===== src/rtl/frt_pkg.sv =====
// Package: constants and types for the fastening result transmitter
package frt_pkg;

  // ==========================================================
  // Clock and line rates
  localparam int unsigned CLK_HZ = 20_000_000;
  localparam int unsigned USB_BPS = 38400;
  localparam int unsigned RS422_BPS = 9600;
  localparam logic [15:0] DIV_USB = 16'(CLK_HZ / USB_BPS);
  localparam logic [15:0] DIV_422 = 16'(CLK_HZ / RS422_BPS);
  localparam logic [3:0] FRAME_BITS = 4'd10;

  // ==========================================================
  // Register offsets (byte addresses)
  localparam logic [7:0] OFS_CTRL = 8'h00;
  localparam logic [7:0] OFS_HLIM = 8'h04;
  localparam logic [7:0] OFS_ALIM = 8'h08;
  localparam logic [7:0] OFS_TORQ = 8'h0c;
  localparam logic [7:0] OFS_HGT = 8'h10;
  localparam logic [7:0] OFS_ANG = 8'h14;
  localparam logic [7:0] OFS_CMD = 8'h18;
  localparam logic [7:0] OFS_OPC = 8'h1c;
  localparam logic [7:0] OFS_STAT = 8'h20;

  // ==========================================================
  // Field positions and reset values
  localparam int unsigned CTRL_LINK_BIT = 16;
  localparam int unsigned JUDGE_BIT = 31;
  localparam int unsigned CMD_START_BIT = 0;
  localparam int unsigned CMD_DONE_BIT = 1;
  localparam logic [15:0] FREQ_RST = 16'h0000;
  localparam logic [31:0] ZERO32 = 32'h0000_0000;
  localparam logic [11:0] REP_MAX = 12'h005;

  // ==========================================================
  // Characters and message geometry
  localparam logic [7:0] CH_SP = 8'h20;
  localparam logic [7:0] CH_CR = 8'h0d;
  localparam logic [7:0] CH_LF = 8'h0a;
  localparam logic [7:0] CH_0 = 8'h30;
  localparam logic [3:0] SEG_LAST = 4'd11;
  localparam logic [3:0] TRL_LAST = 4'd2;
  localparam logic [3:0] START_LAST = 4'd6;

  // ==========================================================
  // Message sequencer states
  typedef enum logic [2:0] {
    ST_IDLE = 3'b001,
    ST_START = 3'b010,
    ST_RES = 3'b100
  } frt_state_type;

endpackage


===== src/rtl/frt_fifo.sv =====
// Character FIFO between message builder and line shifter
module frt_fifo #(
  parameter int unsigned WIDTH = 8,
  parameter int unsigned DEPTH = 16
) (
  // Clock and reset
  input wire logic pclk,
  input wire logic presetn,
  // Fill side
  input wire logic in_valid,
  output logic in_ready,
  input wire logic [WIDTH-1:0] in_data,
  // Drain side
  output logic out_valid,
  input wire logic out_ready,
  output logic [WIDTH-1:0] out_data,
  // Fill level
  output logic [$clog2(DEPTH):0] level
);
  localparam int unsigned AW = $clog2(DEPTH);

  // ==========================================================
  // Storage and pointers
  logic [WIDTH-1:0] mem_r [DEPTH];
  logic [AW:0] wp_r, wp_nxt, rp_r, rp_nxt;
  logic push, pop;

  // Full and empty from pointer difference
  always_comb begin
    level = wp_r - rp_r;
    in_ready = (level != (AW+1)'(DEPTH));
    out_valid = (level != '0);
    out_data = mem_r[rp_r[AW-1:0]];
    push = in_valid && in_ready;
    pop = out_valid && out_ready;
    wp_nxt = push ? wp_r + 1'b1 : wp_r;
    rp_nxt = pop ? rp_r + 1'b1 : rp_r;
  end

  // Pointer registers
  always_ff @(posedge pclk or negedge presetn) begin
    if (!presetn) begin
      wp_r <= '0;
      rp_r <= '0;
    end else begin
      wp_r <= wp_nxt;
      rp_r <= rp_nxt;
    end
  end

  // Data array, no reset needed
  always_ff @(posedge pclk) begin
    if (push) begin
      mem_r[wp_r[AW-1:0]] <= in_data;
    end
  end

endmodule


===== src/rtl/frt_tx.sv =====
// Fastening result serial transmitter with APB registers
module frt_tx
  import frt_pkg::*;
#(
  parameter int unsigned FIFO_DEPTH = 16
) (
  // APB slave
  input wire logic pclk,
  input wire logic presetn,
  input wire logic psel,
  input wire logic penable,
  input wire logic pwrite,
  input wire logic [7:0] paddr,
  input wire logic [31:0] pwdata,
  output logic [31:0] prdata,
  output logic pready,
  output logic pslverr,
  // Serial lines
  output logic usb_txd,
  output logic rs422_txd
);

  // ==========================================================
  // Register file
  logic [15:0] freq_r, freq_nxt;
  logic link_r, link_nxt;
  logic [31:0] hlim_r, hlim_nxt, alim_r, alim_nxt, opc_r, opc_nxt;
  logic [31:0] torq_r, torq_nxt, hgt_r, hgt_nxt, ang_r, ang_nxt;
  logic [31:0] prdata_r, prdata_nxt;
  logic slverr_r, slverr_nxt;
  logic start_pend_r, start_pend_nxt, res_pend_r, res_pend_nxt;
  logic wr_en, setup, hit;
  logic [31:0] rd_mux;
  logic height_on, angle_on;
  logic [1:0] nseg;
  logic take_start, take_res;
  logic [4:0] fifo_level;
  frt_state_type st_r, st_nxt;

  assign setup = psel && !penable;
  assign wr_en = psel && penable && pwrite;
  assign pready = psel && penable;
  assign prdata = prdata_r;
  assign pslverr = slverr_r && pready;

  // Detection enables from the limit pairs
  assign height_on = (hlim_r[15:0] != '0) && (hlim_r[31:16] != '0);
  assign angle_on = (alim_r[15:0] != '0) && (alim_r[31:16] != '0);
  // Layout depends on detection only, never on opc_r
  assign nseg = 2'd1 + 2'(height_on) + 2'(angle_on);

  // Read mux and decode
  always_comb begin
    hit = 1'b1;
    case (paddr)
      OFS_CTRL: rd_mux = {15'h0000, link_r, freq_r};
      OFS_HLIM: rd_mux = hlim_r;
      OFS_ALIM: rd_mux = alim_r;
      OFS_TORQ: rd_mux = torq_r;
      OFS_HGT: rd_mux = hgt_r;
      OFS_ANG: rd_mux = ang_r;
      OFS_CMD: rd_mux = {30'h0000_0000, res_pend_r, start_pend_r};
      OFS_OPC: rd_mux = opc_r;
      OFS_STAT: rd_mux = {22'h00_0000, fifo_level, nseg, st_r};
      default: begin
        rd_mux = ZERO32;
        hit = 1'b0;
      end
    endcase
  end

  // Register next values; pending set wins over take
  always_comb begin
    freq_nxt = freq_r;
    link_nxt = link_r;
    hlim_nxt = hlim_r;
    alim_nxt = alim_r;
    torq_nxt = torq_r;
    hgt_nxt = hgt_r;
    ang_nxt = ang_r;
    opc_nxt = opc_r;
    prdata_nxt = prdata_r;
    slverr_nxt = slverr_r;
    start_pend_nxt = start_pend_r && !take_start;
    res_pend_nxt = res_pend_r && !take_res;
    if (setup) begin
      prdata_nxt = pwrite ? ZERO32 : rd_mux;
      slverr_nxt = !hit;
    end
    if (wr_en) begin
      case (paddr)
        OFS_CTRL: begin
          freq_nxt = pwdata[15:0];
          link_nxt = pwdata[CTRL_LINK_BIT];
        end
        OFS_HLIM: hlim_nxt = pwdata;
        OFS_ALIM: alim_nxt = pwdata;
        OFS_TORQ: torq_nxt = pwdata;
        OFS_HGT: hgt_nxt = pwdata;
        OFS_ANG: ang_nxt = pwdata;
        OFS_OPC: opc_nxt = pwdata;
        OFS_CMD: begin
          if (pwdata[CMD_START_BIT] && freq_r[15:12] == 4'h1) begin
            start_pend_nxt = 1'b1;
          end
          if (pwdata[CMD_DONE_BIT] && freq_r != FREQ_RST) begin
            res_pend_nxt = 1'b1;
          end
        end
        default: ;
      endcase
    end
  end

  always_ff @(posedge pclk or negedge presetn) begin
    if (!presetn) begin
      freq_r <= FREQ_RST;
      link_r <= 1'b0;
      hlim_r <= ZERO32;
      alim_r <= ZERO32;
      torq_r <= ZERO32;
      hgt_r <= ZERO32;
      ang_r <= ZERO32;
      opc_r <= ZERO32;
      prdata_r <= ZERO32;
      slverr_r <= 1'b0;
      start_pend_r <= 1'b0;
      res_pend_r <= 1'b0;
    end else begin
      freq_r <= freq_nxt;
      link_r <= link_nxt;
      hlim_r <= hlim_nxt;
      alim_r <= alim_nxt;
      torq_r <= torq_nxt;
      hgt_r <= hgt_nxt;
      ang_r <= ang_nxt;
      opc_r <= opc_nxt;
      prdata_r <= prdata_nxt;
      slverr_r <= slverr_nxt;
      start_pend_r <= start_pend_nxt;
      res_pend_r <= res_pend_nxt;
    end
  end

  // ==========================================================
  // Message builder
  logic [20:0] fld_r [3];
  logic [20:0] fld_nxt [3];
  logic [1:0] nseg_r, nseg_nxt, seg_r, seg_nxt;
  logic [11:0] rep_r, rep_nxt;
  logic [3:0] chr_r, chr_nxt;
  logic trl_r, trl_nxt;
  logic push_valid, push_ready;
  logic [7:0] push_data;
  logic [20:0] cur;
  logic [3:0] dig;

  assign take_start = (st_r == ST_IDLE) && start_pend_r;
  assign take_res = (st_r == ST_IDLE) && !start_pend_r && res_pend_r;
  assign push_valid = (st_r != ST_IDLE);
  assign cur = fld_r[seg_r];

  // Character at the current position
  always_comb begin
    dig = 4'h0;
    push_data = CH_SP;
    if (st_r == ST_START) begin
      case (chr_r)
        4'd0: push_data = 8'h53;
        4'd1: push_data = 8'h54;
        4'd2: push_data = 8'h41;
        4'd3: push_data = 8'h52;
        4'd4: push_data = 8'h54;
        4'd5: push_data = CH_CR;
        default: push_data = CH_LF;
      endcase
    end else if (trl_r) begin
      push_data = (chr_r == 4'd0) ? CH_SP : (chr_r == 4'd1) ? CH_CR : CH_LF;
    end else begin
      case (chr_r)
        4'd2, 4'd3, 4'd4, 4'd5, 4'd6: begin
          dig = cur[5'(4'd6 - chr_r) * 4 +: 4];
          push_data = CH_0 + {4'h0, dig};
        end
        4'd9: push_data = cur[20] ? 8'h4f : 8'h4e;
        4'd10: push_data = cur[20] ? 8'h4b : 8'h47;
        default: push_data = CH_SP;
      endcase
    end
  end

  // Sequencer next state
  always_comb begin
    st_nxt = st_r;
    seg_nxt = seg_r;
    chr_nxt = chr_r;
    trl_nxt = trl_r;
    rep_nxt = rep_r;
    nseg_nxt = nseg_r;
    fld_nxt = fld_r;
    case (st_r)
      ST_IDLE: begin
        seg_nxt = 2'd0;
        chr_nxt = 4'd0;
        trl_nxt = 1'b0;
        if (take_start) begin
          st_nxt = ST_START;
        end else if (take_res) begin
          // Snapshot settings and results for the whole message
          nseg_nxt = nseg;
          rep_nxt = freq_r[11:0];
          fld_nxt[0] = {torq_r[JUDGE_BIT], torq_r[19:0]};
          fld_nxt[1] = height_on ? {hgt_r[JUDGE_BIT], hgt_r[19:0]}
                                 : {ang_r[JUDGE_BIT], ang_r[19:0]};
          fld_nxt[2] = {ang_r[JUDGE_BIT], ang_r[19:0]};
          // Counts outside one to five send nothing
          if (freq_r[11:0] != '0 && freq_r[11:0] <= REP_MAX) begin
            st_nxt = ST_RES;
          end
        end
      end
      ST_START: begin
        if (push_ready) begin
          chr_nxt = chr_r + 4'd1;
          if (chr_r == START_LAST) begin
            st_nxt = ST_IDLE;
          end
        end
      end
      ST_RES: begin
        if (push_ready) begin
          chr_nxt = chr_r + 4'd1;
          if (trl_r && chr_r == TRL_LAST) begin
            chr_nxt = 4'd0;
            trl_nxt = 1'b0;
            seg_nxt = 2'd0;
            rep_nxt = rep_r - 12'd1;
            if (rep_r == 12'd1) begin
              st_nxt = ST_IDLE;
            end
          end else if (!trl_r && chr_r == SEG_LAST) begin
            chr_nxt = 4'd0;
            if (seg_r == nseg_r - 2'd1) begin
              trl_nxt = 1'b1;
            end else begin
              seg_nxt = seg_r + 2'd1;
            end
          end
        end
      end
      default: st_nxt = ST_IDLE;
    endcase
  end

  always_ff @(posedge pclk or negedge presetn) begin
    if (!presetn) begin
      st_r <= ST_IDLE;
      seg_r <= 2'd0;
      chr_r <= 4'd0;
      trl_r <= 1'b0;
      rep_r <= 12'h000;
      nseg_r <= 2'd1;
      for (int i = 0; i < 3; i++) begin
        fld_r[i] <= 21'h00_0000;
      end
    end else begin
      st_r <= st_nxt;
      seg_r <= seg_nxt;
      chr_r <= chr_nxt;
      trl_r <= trl_nxt;
      rep_r <= rep_nxt;
      nseg_r <= nseg_nxt;
      fld_r <= fld_nxt;
    end
  end

  // ==========================================================
  // FIFO and line shifter
  logic q_valid, q_ready;
  logic [7:0] q_data;
  logic [9:0] sh_r, sh_nxt;
  logic [3:0] bit_r, bit_nxt;
  logic [15:0] bcnt_r, bcnt_nxt, div_r, div_nxt;
  logic busy_r, busy_nxt, usb_r, usb_nxt, r422_r, r422_nxt;

  frt_fifo #(.WIDTH(8), .DEPTH(FIFO_DEPTH)) u_fifo (
    .pclk(pclk),
    .presetn(presetn),
    .in_valid(push_valid),
    .in_ready(push_ready),
    .in_data(push_data),
    .out_valid(q_valid),
    .out_ready(q_ready),
    .out_data(q_data),
    .level(fifo_level)
  );

  assign q_ready = !busy_r;
  assign usb_txd = usb_r;
  assign rs422_txd = r422_r;

  // Start, 8 data LSB first, stop; rate fixed per frame
  always_comb begin
    sh_nxt = sh_r;
    bit_nxt = bit_r;
    bcnt_nxt = bcnt_r;
    div_nxt = div_r;
    busy_nxt = busy_r;
    if (!busy_r) begin
      if (q_valid) begin
        sh_nxt = {1'b1, q_data, 1'b0};
        div_nxt = link_r ? DIV_422 : DIV_USB;
        bcnt_nxt = 16'h0001;
        bit_nxt = 4'd0;
        busy_nxt = 1'b1;
      end
    end else if (bcnt_r == div_r) begin
      bcnt_nxt = 16'h0001;
      sh_nxt = {1'b1, sh_r[9:1]};
      bit_nxt = bit_r + 4'd1;
      if (bit_r == FRAME_BITS - 4'd1) begin
        busy_nxt = 1'b0;
      end
    end else begin
      bcnt_nxt = bcnt_r + 16'h0001;
    end
    // Unselected line idles high
    usb_nxt = (busy_nxt && !link_r) ? sh_nxt[0] : 1'b1;
    r422_nxt = (busy_nxt && link_r) ? sh_nxt[0] : 1'b1;
  end

  always_ff @(posedge pclk or negedge presetn) begin
    if (!presetn) begin
      sh_r <= 10'h3ff;
      bit_r <= 4'd0;
      bcnt_r <= 16'h0000;
      div_r <= DIV_USB;
      busy_r <= 1'b0;
      usb_r <= 1'b1;
      r422_r <= 1'b1;
    end else begin
      sh_r <= sh_nxt;
      bit_r <= bit_nxt;
      bcnt_r <= bcnt_nxt;
      div_r <= div_nxt;
      busy_r <= busy_nxt;
      usb_r <= usb_nxt;
      r422_r <= r422_nxt;
    end
  end
endmodule


===== config.mk =====
export PLATFORM = sky130hd
export DESIGN_NAME = frt_tx
export DESIGN_NICKNAME = d
export VERILOG_FILES = /design/src/rtl/frt_pkg.sv /design/src/rtl/frt_fifo.sv /design/src/rtl/frt_tx.sv
export SDC_FILE = /design/constraint.sdc
export NUM_CORES = 1
export LEC_CHECK = 0
export ABC_AREA = 1
export ABC_CLOCK_PERIOD_IN_PS = 3150
export BUFFER_PORTS_ARGS = -buffer_cell sky130_fd_sc_hd__clkbuf_2
export CAP_MARGIN = 20
export CELL_PAD_IN_SITES_DETAIL_PLACEMENT = 0
export CELL_PAD_IN_SITES_GLOBAL_PLACEMENT = 1
export CORE_MARGIN = 3
export CORE_UTILIZATION = 49
export CTS_BUF_LIST = sky130_fd_sc_hd__clkbuf_8
export DETAILED_ROUTE_END_ITERATION = 10
export GPL_ROUTABILITY_DRIVEN = 0
export PLACE_DENSITY = 0.85
export SLEW_MARGIN = 40
export SYNTH_ARGS = -nofsm -noshare
export SYNTH_HDL_FRONTEND = slang
export SYNTH_SLANG_ARGS = --single-unit

===== constraint.sdc =====
create_clock -name pclk -period 3.15 [get_ports pclk]
set_input_delay 0.315 -clock pclk [delete_from_list [all_inputs] [get_ports pclk]]
set_output_delay 0.315 -clock pclk [all_outputs]
set_load 0.02 [all_outputs]

After elaboration in Yosys (flattened, before gate mapping)
Memory sizes are Yosys's and may differ from the RTL's.
Cells that the tools add are included.
{"block": "classes", "n_shift": 1, "n_eq_ne": 40, "add_sub_neg": 13, "magnitude_cmp": 2, "bitwise_logic": 3, "reduce_logical": 58, "n_mux": 68}
{"cell": "$pmux W32 S9", "n": 1}
{"cell": "$reduce_bool A16 Y1", "n": 5}
{"cell": "$mux W21", "n": 3}
{"cell": "$mux W12", "n": 5}
{"cell": "$mux W16", "n": 3}
{"cell": "$bmux W21 S2", "n": 1}
{"cell": "$pmux W7 S5", "n": 1}
{"cell": "$eq A8 B5 Y1 const B", "n": 4}
{"cell": "$mux W32", "n": 1}
{"cell": "$mux W4", "n": 8}
{"cell": "$mux W10", "n": 3}
{"cell": "$mux W3", "n": 9}
{"cell": "$pmux W12 S2", "n": 1}
{"cell": "$pmux W7 S3", "n": 1}
{"cell": "$shiftx A21 B8 Y4", "n": 1}
{"cell": "$logic_and A1 B1 Y1", "n": 20}
{"cell": "$mux W1", "n": 20}
{"cell": "$reduce_and A2 Y1", "n": 9}
{"cell": "$add A16 B1 Y16 const B", "n": 1}
{"cell": "$eq A16 B16 Y1", "n": 1}
{"cell": "$eq A4 B4 Y1 const B", "n": 4}
{"cell": "$eq A8 B4 Y1 const B", "n": 2}
{"cell": "$eq A12 B1 Y1 const B", "n": 1}
{"cell": "$eq A4 B3 Y1 const B", "n": 3}
{"cell": "50 further kinds", "n": 77}
{"block": "word_totals", "wordCells": 217, "regBits": 390, "out_inout_bits": 36, "mem_count": 1, "ram_bits": 128, "inputBits": 45}
{"memory": "u_fifo.mem_r", "words": 16, "word_bits": 8, "rd": 1, "rd_ports_with_merged_regs": 0, "wr": 1, "line": "frt_fifo.sv:24", "source": "logic [WIDTH-1:0] mem_r [DEPTH];"}

Longest topological paths before layout
Gate-level depths: netlist of the first run.
{"block": "logic_depth", "depth_word": 9, "ltp_mapped": 15, "ltp_nobuf": 14}

Hierarchy
Synthesis of the first run repeated with hierarchy kept, for this count alone.
{"block": "unflattened", "hier_cells": 2825, "area_unflattened_um2": 23749.0}
{"mod": "frt_tx", "instances": 1, "cells_each": 2299, "area_per_inst_um2": 17720.7}
{"mod": "frt_fifo", "instances": 1, "cells_each": 526, "area_per_inst_um2": 6028.3}

Least setup slack after synthesis of the first run
OpenSTA, ideal clock, no wires.
{"block": "synth_path", "kind": "register -> register", "start": "register u_fifo.rp_r[1]", "end": "memory u_fifo.mem_r[3][0], enable pin", "t_arrival_ps": 2505, "setup_time_ps": 360, "setup_slack_ps": 285, "n_path_buf": 2, "path_stages_with_launch": 14, "cell_sequence": "dfrtp_1 > clkbuf_1 > inv_1 > buf_1 > fa_1 > nand3_1 > nand2_1 > nand2_1 > nand2_1 > nand3_1 > nand2_1 > clkinv_1 > nand2_1 > nor2_1"}
{"block": "synth_via", "elab_chain_cells": 5}
{"element": "start, declared", "line": "frt_fifo.sv:25", "source": "logic [AW:0] wp_r, wp_nxt, rp_r, rp_nxt;"}
{"element": "start signal, assigned", "line": "frt_fifo.sv:47", "source": "rp_r <= rp_nxt;"}
{"element": "$sub A5 B5 Y5", "line": "frt_fifo.sv:30", "source": "level = wp_r - rp_r;"}
{"element": "$ne A5 B5 Y1", "line": "frt_fifo.sv:31", "source": "in_ready = (level != (AW+1)'(DEPTH));"}
{"element": "$logic_and A1 B1 Y1", "line": "frt_fifo.sv:34", "source": "push = in_valid && in_ready;"}
{"element": "$mux W1", "line": "frt_fifo.sv:53", "source": "if (push) begin"}
{"element": "$mux W1 (not written as such)", "line": "frt_fifo.sv:54", "source": "mem_r[wp_r[AW-1:0]] <= in_data;"}
{"element": "end, declared", "line": "frt_fifo.sv:24"}
No other way between the ends.

Worst setup path after layout of the first run
{"block": "layout_path", "start": "register u_fifo.wp_r[0]", "end": "memory u_fifo.mem_r[7][2], enable pin"}
{"block": "layout_via", "elab_chain_cells": 5}
{"element": "start, declared", "line": "frt_fifo.sv:25"}
{"element": "start signal, assigned", "line": "frt_fifo.sv:46", "source": "wp_r <= wp_nxt;"}
{"element": "$sub A5 B5 Y5", "line": "frt_fifo.sv:30"}
{"element": "$ne A5 B5 Y1", "line": "frt_fifo.sv:31"}
{"element": "$logic_and A1 B1 Y1", "line": "frt_fifo.sv:34"}
{"element": "$mux W1", "line": "frt_fifo.sv:53"}
{"element": "$mux W1 (not written as such)", "line": "frt_fifo.sv:54"}
Parallel ways exist; a longest one is shown, timed or not.

==> impl_metrics.yaml, run 1 <==
synth:
  avgSynthCellArea_um2: 8.14
  ys_types: 41
  yosys_warnings: 0
  yosysSeqAreaShare: 0.559
  syn_nets: 2879
  synth_cells: 2814
  syn_area_um2: 22900
  yosys_register_bits: 488
sta:
  worst_pin_slew_ns: 0.890
  slew_headroom: 0.402
  max_freq_ghz: 0.340
  finalSetupViolations: 0
  finalHoldViolCount: 0
  rsz0062_at_grt: "yes"
  finalSetupTns_ns: 0
  timing.hold.ws_ns: 0.0422
  post-route-period-util: 0.934
  fin_crit_ns: 2.94
  slew_violations: 0
  fin_skew_ns: 0.0382
floorplan:
  dieArea_um2: 49400
  start_util: 0.500
  fp.dieH_um: 222
  die-width_um: 222
  core_um2: 45800
  row_count: 78
  io_pins: 81
final_layout:
  drive_gt1_frac: 0.107
  final_cell_area_um2: 25900
  fillCellCount: 4151
  multi_input_area_um2: 9000
  regArea_um2: 12800
  area_delta_synth_final_pct: 13.2
  nets: 2985
global_route:
  grt_pass1_vias: 18800
  grt_pass1_wl_um: 107000
  grt_usage: 0.273
  antenna_found_initial: 1
  grt_max_degree: 84
  overflow: 0
worst_setup_path:
  cp.arrival_ns: 3.26
  critPathMaxFanout: 9
  ff2ff_setup_slack_ns: 0.21
  cp_data_required_time_ns: 3.47
  critical_path.startpoint_type: "flop"
  critPathCaptureType: "flop"
  reg2reg_depth: 13
  reg2reg_from: "u_fifo.wp_r[0]"
  crit_start: "u_fifo.wp_r[0]"
  r2r_end: "u_fifo.mem_r[7][2]"
  crit_type: "flop to flop"
  crit_end: "u_fifo.mem_r[7][2]"
clock_network:
  clock_latency_ns: 0.67
  root_buffer: "clkbuf_8"
  cts_buffers: 84
  cts.clk_slew.worst_paths_ns: 0.06
  cts_tree: "built"
  htree_levels: 3
  clk_path_buf_depth: 3
  clkSinkCount: 488
route:
  ant_nets: 0
  wl_per_cell_um: 18.8
  drc: 0
  routed_wl_um: 67600
  vias: 19400
  drtIter0Drc: 1795
  dr.pass1.iters: 6
  vias_per_cell: 5.42
power_and_ir_drop:
  p_total_w: 0.0145
  p_leak_nw: 12.5
  peakVddDrop_uv: 379
  powerDensity_nw_per_um2: 558
placed_design:
  io_buffers: 80
  dp_hpwl_um: 46900
  postPlaceCellArea_um2: 24100
flow_run:
  max-cap-violations: 0
min_path:
  hold_path.class: "input port to flop"
run_status:
  outcome: "completed"
[metrics by stage]
stage | worst slack (ns) | std cells | util
after floorplan | 0.285 | 2814 | -
after global placement | 0.180 | 3425 | 0.526
after detailed placement | 0.0685 | 3425 | 0.526
after CTS | 0.0237 | 3589 | 0.564
after global routing | -0.104 | 3589 | 0.566
final | 0.208 | 3590 | 0.566
[worst max-delay path, cell delays in order, from the launching register on]
cell and delay, ns:
dfrtp_1 0.41, inv_1 0.17, ha_1 0.17, inv_1 0.05, fa_1 0.40, nand3_1 0.13
nand2_1 0.09, nand2_1 0.07, nand2_1 0.09, nand3_1 0.12, nand2_1 0.13, clkinv_1 0.19
nand2_1 0.23, nor2_2 0.35
[what timing repair did]
action | 4_1_cts | 5_1_grt
resized for setup | 0 | 26
endpoints found under the hold margin | 94 | 0
endpoints found under the setup margin | 0 | 98
hold buffers | 9 | 0
setup buffers | 0 | 0
[layer usage]
layer	GRT usage	wire length (µm)
met5	0	0
met4	0.0904	1700
met3	0.0402	4010
met2	0.449	32600
met1	0.375	29400
[cells in the mapped netlist (all sizes together)]
| cell | count | area, µm² |
|---|---|---|
| a211oi | 1 | 7.51 |
| a21oi | 64 | 320 |
| a31oi | 10 | 62.6 |
| and3b | 1 | 8.76 |
| buf | 35 | 166 |
| clkbuf | 87 | 327 |
| clkinv | 4 | 15.0 |
| dfrtp | 361 | 9030 |
| dfstp | 15 | 394 |
| edfxtp | 112 | 3360 |
| fa | 1 | 20.0 |
| ha | 19 | 238 |
| inv | 190 | 713 |
| mux2i | 2 | 20.0 |
| nand2 | 1082 | 4070 |
| nand3 | 217 | 1110 |
| nand4 | 16 | 100 |
| nor2 | 188 | 728 |
| nor3 | 16 | 95.1 |
| nor4 | 6 | 37.5 |
| o211ai | 2 | 15.0 |
| o21a | 3 | 22.5 |
| o21ai | 355 | 1800 |
| o221ai | 2 | 17.5 |
| o22ai | 4 | 25.0 |
| o31ai | 1 | 7.51 |
| o32ai | 1 | 8.76 |
| o41ai | 1 | 8.76 |
| xnor2 | 4 | 35.0 |
| xor2 | 14 | 123 |
[layout make-up]
| type | instances | share of cell area |
|---|---|---|
| Sequential cell | 488 | 0.493 |
| Tap cell | 600 | 0.0290 |
| Multi-Input combinational cell | 2010 | 0.347 |
| Clock inverter | 57 | 0.0118 |
| Inverter | 194 | 0.0281 |
| Clock buffer | 98 | 0.0520 |
| Antenna cell | 1 | 0.0000965 |
| Timing Repair Buffer | 142 | 0.0385 |
[worst min path at each step]
stage | from | end | slack [ns] | cells past startpoint
after floorplan | presetn | alim_r[0] | 0.02 | 0
after global placement | presetn | bit_r[2] | 0.37 | 1
after detailed placement | presetn | bit_r[3] | 0.38 | 1
after CTS | pwdata[30] | hgt_r[30] | 0.002 | 3
after global routing | pwdata[29] | opc_r[29] | 0.03 | 3
final | pwdata[23] | ang_r[23] | 0.04 | 3
[cells by family (layout without fill, tap and decap cells)]
group,Yosys count,in the layout,share of synthesized area
and+or+nand+nor,1526,1526,0.269
DFF,488,488,0.559
muxes,2,2,0.000874
buffers and inverters,316,491,0.0533
adders and majority gates,20,20,0.0113
xor gates and xnor gates,18,18,0.00689
AOI/OAI and AO/OA,444,444,0.100
other,0,1,0
[registers in the layout, indices dropped and copies added (netlist names), 2 cells and up]
name / flops
u_fifo.mem_r: 112
fld_r: 63
alim_r: 32
ang_r: 32
hgt_r: 32
hlim_r: 32
opc_r: 32
prdata: 32
torq_r: 32
bcnt_r: 16
freq_r: 16
rep_r: 12
sh_r: 10
u_fifo.rp_r: 5
u_fifo.wp_r: 5
bit_r: 4
chr_r: 4
st_r: 3
div_r: 2
nseg_r: 2
seg_r: 2
[layout by cell type (no fill, tap or decap), types with 4 or more instances in the layout]
| master | instances |
|---|---|
| o21ai_2 | 8 |
| buf_4 | 45 |
| nor2_4 | 10 |
| o21ai_1 | 11 |
| nor2_1 | 166 |
| clkbuf_8 | 98 |
| dfrtp_1 | 361 |
| nor2_2 | 12 |
| dlygate4sd3_1 | 9 |
| nand2_1 | 1073 |
| inv_1 | 212 |
| clkinv_2 | 12 |
| clkinv_1 | 12 |
| o21ai_0 | 336 |
| nor4_1 | 6 |
| buf_12 | 8 |
| nand4_1 | 16 |
| clkbuf_2 | 79 |
| nor3_1 | 13 |
| nand3_1 | 213 |
| a21oi_1 | 64 |
| a31oi_1 | 10 |
| xor2_1 | 14 |
| edfxtp_1 | 112 |
| inv_2 | 8 |
| nand2_2 | 7 |
| dfstp_2 | 15 |
| o22ai_1 | 4 |
| nand3_2 | 4 |
| ha_1 | 19 |
| xnor2_1 | 4 |
[where the power goes]
part | total (W) | leakage (nW) | internal [W] | switching (W)
Combinational | 0.00189 | 5.35 | 0.000497 | 0.00140
Sequential | 0.00694 | 6.14 | 0.00678 | 0.000152
Clock | 0.00563 | 0.963 | 0.00301 | 0.00262
Note: power is estimated with default switching activity, not from simulation.
==> run 2: changes to the inputs <==
--- a/config.mk
+++ b/config.mk
@@ -17,7 +17,7 @@
 export DETAILED_ROUTE_END_ITERATION = 10
 export GPL_ROUTABILITY_DRIVEN = 0
 export PLACE_DENSITY = 0.85
-export SLEW_MARGIN = 40
+export SLEW_MARGIN = 15
 export SYNTH_ARGS = -nofsm -noshare
 export SYNTH_HDL_FRONTEND = slang
 export SYNTH_SLANG_ARGS = --single-unit
==> constraint.sdc (replaced) <==
create_clock -name pclk -period 3.15 [get_ports pclk]
set_input_delay 0.315 -clock pclk [delete_from_list [all_inputs] [get_ports pclk]]
set_output_delay 0.315 -clock pclk [all_outputs]
set_load 0.01 [all_outputs]
==> run 2 against run 1 <==
Worst hold slack got worse by 0.010 ns. Routed wire length is essentially flat. Critical path depth unchanged. Cell area about the same. Largest power group unchanged. Cell count about the same. Critical endpoint unchanged. Power is essentially flat.
==> impl_metrics.yaml, run 2 (synthesized netlist as in run 1, its figures left out) <==
worst_setup_path:
  crit_type: "flop to flop"
  cp.arrival_ns: 3.28
  crit_chain: "inv_1 > ha_1 > inv_1 > fa_1 > nand3_1 > nand2_1 > nand2_1 > nand2_1 > nand3_1 > nand2_1 > clkinv_1 > nand2_1 > nor2_2"
  critical_path.startpoint_type: "flop"
  path_buf_inv: 3
  critPathCaptureType: "flop"
  timing.critical_path.mode_cell: "nand2_1"
  critPathMaxFanout: 9
  slowest_stage: "dfrtp_1"
  cp_data_required_time_ns: 3.47
  critical-path-top-delay-family: "simple AND/OR/NAND/NOR gates"
  cpPeakStageDelay_ns: 0.41
final_layout:
  final_cell_mix: "nand2_1 (1073), dfrtp_1 (361), o21ai_0 (336)"
  final_common_cell: "nand2_1"
  finish.utilization: 0.567
  nets: 2986
  instances_no_fill: 3591
  drive_gt1_frac: 0.107
  area_delta_synth_final_pct: 13.3
  largest_reg_flops: 112
floorplan:
  fp.dieH_um: 222
  core_um2: 45800
  dieArea_um2: 49400
  row_count: 78
  die-width_um: 222
  io_pins: 81
  start_util: 0.500
sta:
  finalSetupViolations: 0
  max_freq_ghz: 0.338
  slew_headroom: 0.371
  fin_ws_ns: 0.188
  worst_pin_slew_ns: 0.936
  slew_violations: 0
  post-route-period-util: 0.940
  finalHoldViolCount: 0
  rsz0062_at_grt: "yes"
  timing.hold.ws_ns: 0.0319
  fin_skew_ns: 0.0421
  fin_crit_ns: 2.96
route:
  wl_per_cell_um: 18.8
  drc: 0
  vias_per_cell: 5.42
  dr.pass1.iters: 6
  ant_nets: 0
  vias: 19500
  routed_wl_um: 67600
  drtIter0Drc: 1845
global_route:
  overflow: 0
  grt_pass1_vias: 18800
  met2_usage: 0.449
  grt_util_met3: 0.0402
  top_usage_layer: "met2"
  antenna_found_initial: 1
  grt_max_degree: 84
  grt_pass1_wl_um: 107000
  grt_util_met1: 0.375
  grt_usage: 0.273
clock_network:
  htree_levels: 3
  clk_path_buf_depth: 3
  cts_tree: "built"
  cts_buffers: 84
  clock_latency_ns: 0.67
  root_buffer: "clkbuf_8"
  clkSinkCount: 488
  cts.clk_slew.worst_paths_ns: 0.06
power_and_ir_drop:
  seq_power_share: 0.480
  peakVddDrop_uv: 379
  powerDensity_nw_per_um2: 557
  combinationalPowerShare: 0.131
  swShare: 0.288
  p_leak_nw: 12.5
  internal_power_w: 0.0103
  pwr-share-clk: 0.389
  p_sw_w: 0.00417
placed_design:
  dpl_worst_slack_ns: 0.0685
  placed_cells: 3425
  dp_hpwl_um: 46900
  io_buffers: 80
run_status:
  outcome: "completed"
flow_run:
  max-cap-violations: 0
min_path:
  hold_path.class: "input port to flop"
-- run 2: timing repair --
item	CTS	global route
hold endpoints to repair	94	0
buffers inserted	0	0
endpoints found under the setup margin	0	98
hold buffers	9	0
resized for setup	0	26
-- run 2: power groups by stage --
| stage | clock [W] | combinational (W) | sequential, W |
|---|---|---|---|
| final | 0.00562 | 0.00190 | 0.00694 |
| after global routing | 0.00601 | 0.00210 | 0.00696 |
| after CTS | 0.00572 | 0.00179 | 0.00693 |
| after detailed placement | 0 | 0.00177 | 0.00705 |
| after global placement | 0 | 0.00173 | 0.00704 |
| after floorplan | 0 | 0.00107 | 0.00700 |
-- run 2: cell type report --
| class | instances | area (µm²) |
|---|---|---|
| well taps | 600 | 751 |
| clock buffers | 98 | 1350 |
| fillers | 4148 | 19800 |
| clock inverters | 57 | 305 |
| multi-input cells | 2010 | 9000 |
| diodes | 1 | 2.50 |
| repair buffers | 143 | 1020 |
| flip-flops and latches | 488 | 12800 |
| inverters | 194 | 728 |
-- run 2: worst reg2reg max path, cell delays in order, from the launching register on --
cell and delay, ns:
dfrtp_1 0.41, inv_1 0.18, ha_1 0.18, inv_1 0.05, fa_1 0.40, nand3_1 0.13, nand2_1 0.09, nand2_1 0.07
nand2_1 0.09, nand3_1 0.12, nand2_1 0.13, clkinv_1 0.19, nand2_1 0.23, nor2_2 0.35
-- run 2: worst paths after layout --
check / from / endpoint / slack, ns / cells past startpoint
worst max-delay path: u_fifo.wp_r[0] / u_fifo.mem_r[7][2] / 0.19 / 13
worst min-delay path: pwdata[23] / alim_r[23] / 0.03 / 3
worst max register to register: u_fifo.wp_r[0] / u_fifo.mem_r[7][2] / 0.19 / 13
worst min register to register: sh_r[9] / sh_r[9] / 0.47 / 2
max in group asynchronous: presetn / prdata[26] / 1.89 / 3
min in group asynchronous: presetn / bit_r[3] / 0.29 / 2
-- run 2: stage by stage --
| stage | power, W | setup TNS, ns | instance area [µm²] |
|---|---|---|---|
| after floorplan | 0.00807 | 0 | 22900 |
| after global placement | 0.00877 | 0 | 24100 |
| after detailed placement | 0.00882 | 0 | 24100 |
| after CTS | 0.0144 | 0 | 25800 |
| after global routing | 0.0151 | -1.47 | 25900 |
| final | 0.0145 | 0 | 25900 |
-- run 2: per-layer routing --
layer  vias up  wire, µm
met1      9348     29600
met5         -         0
li1       9351         -
met2       674     32500
met4         0      1620
met3       104      3930
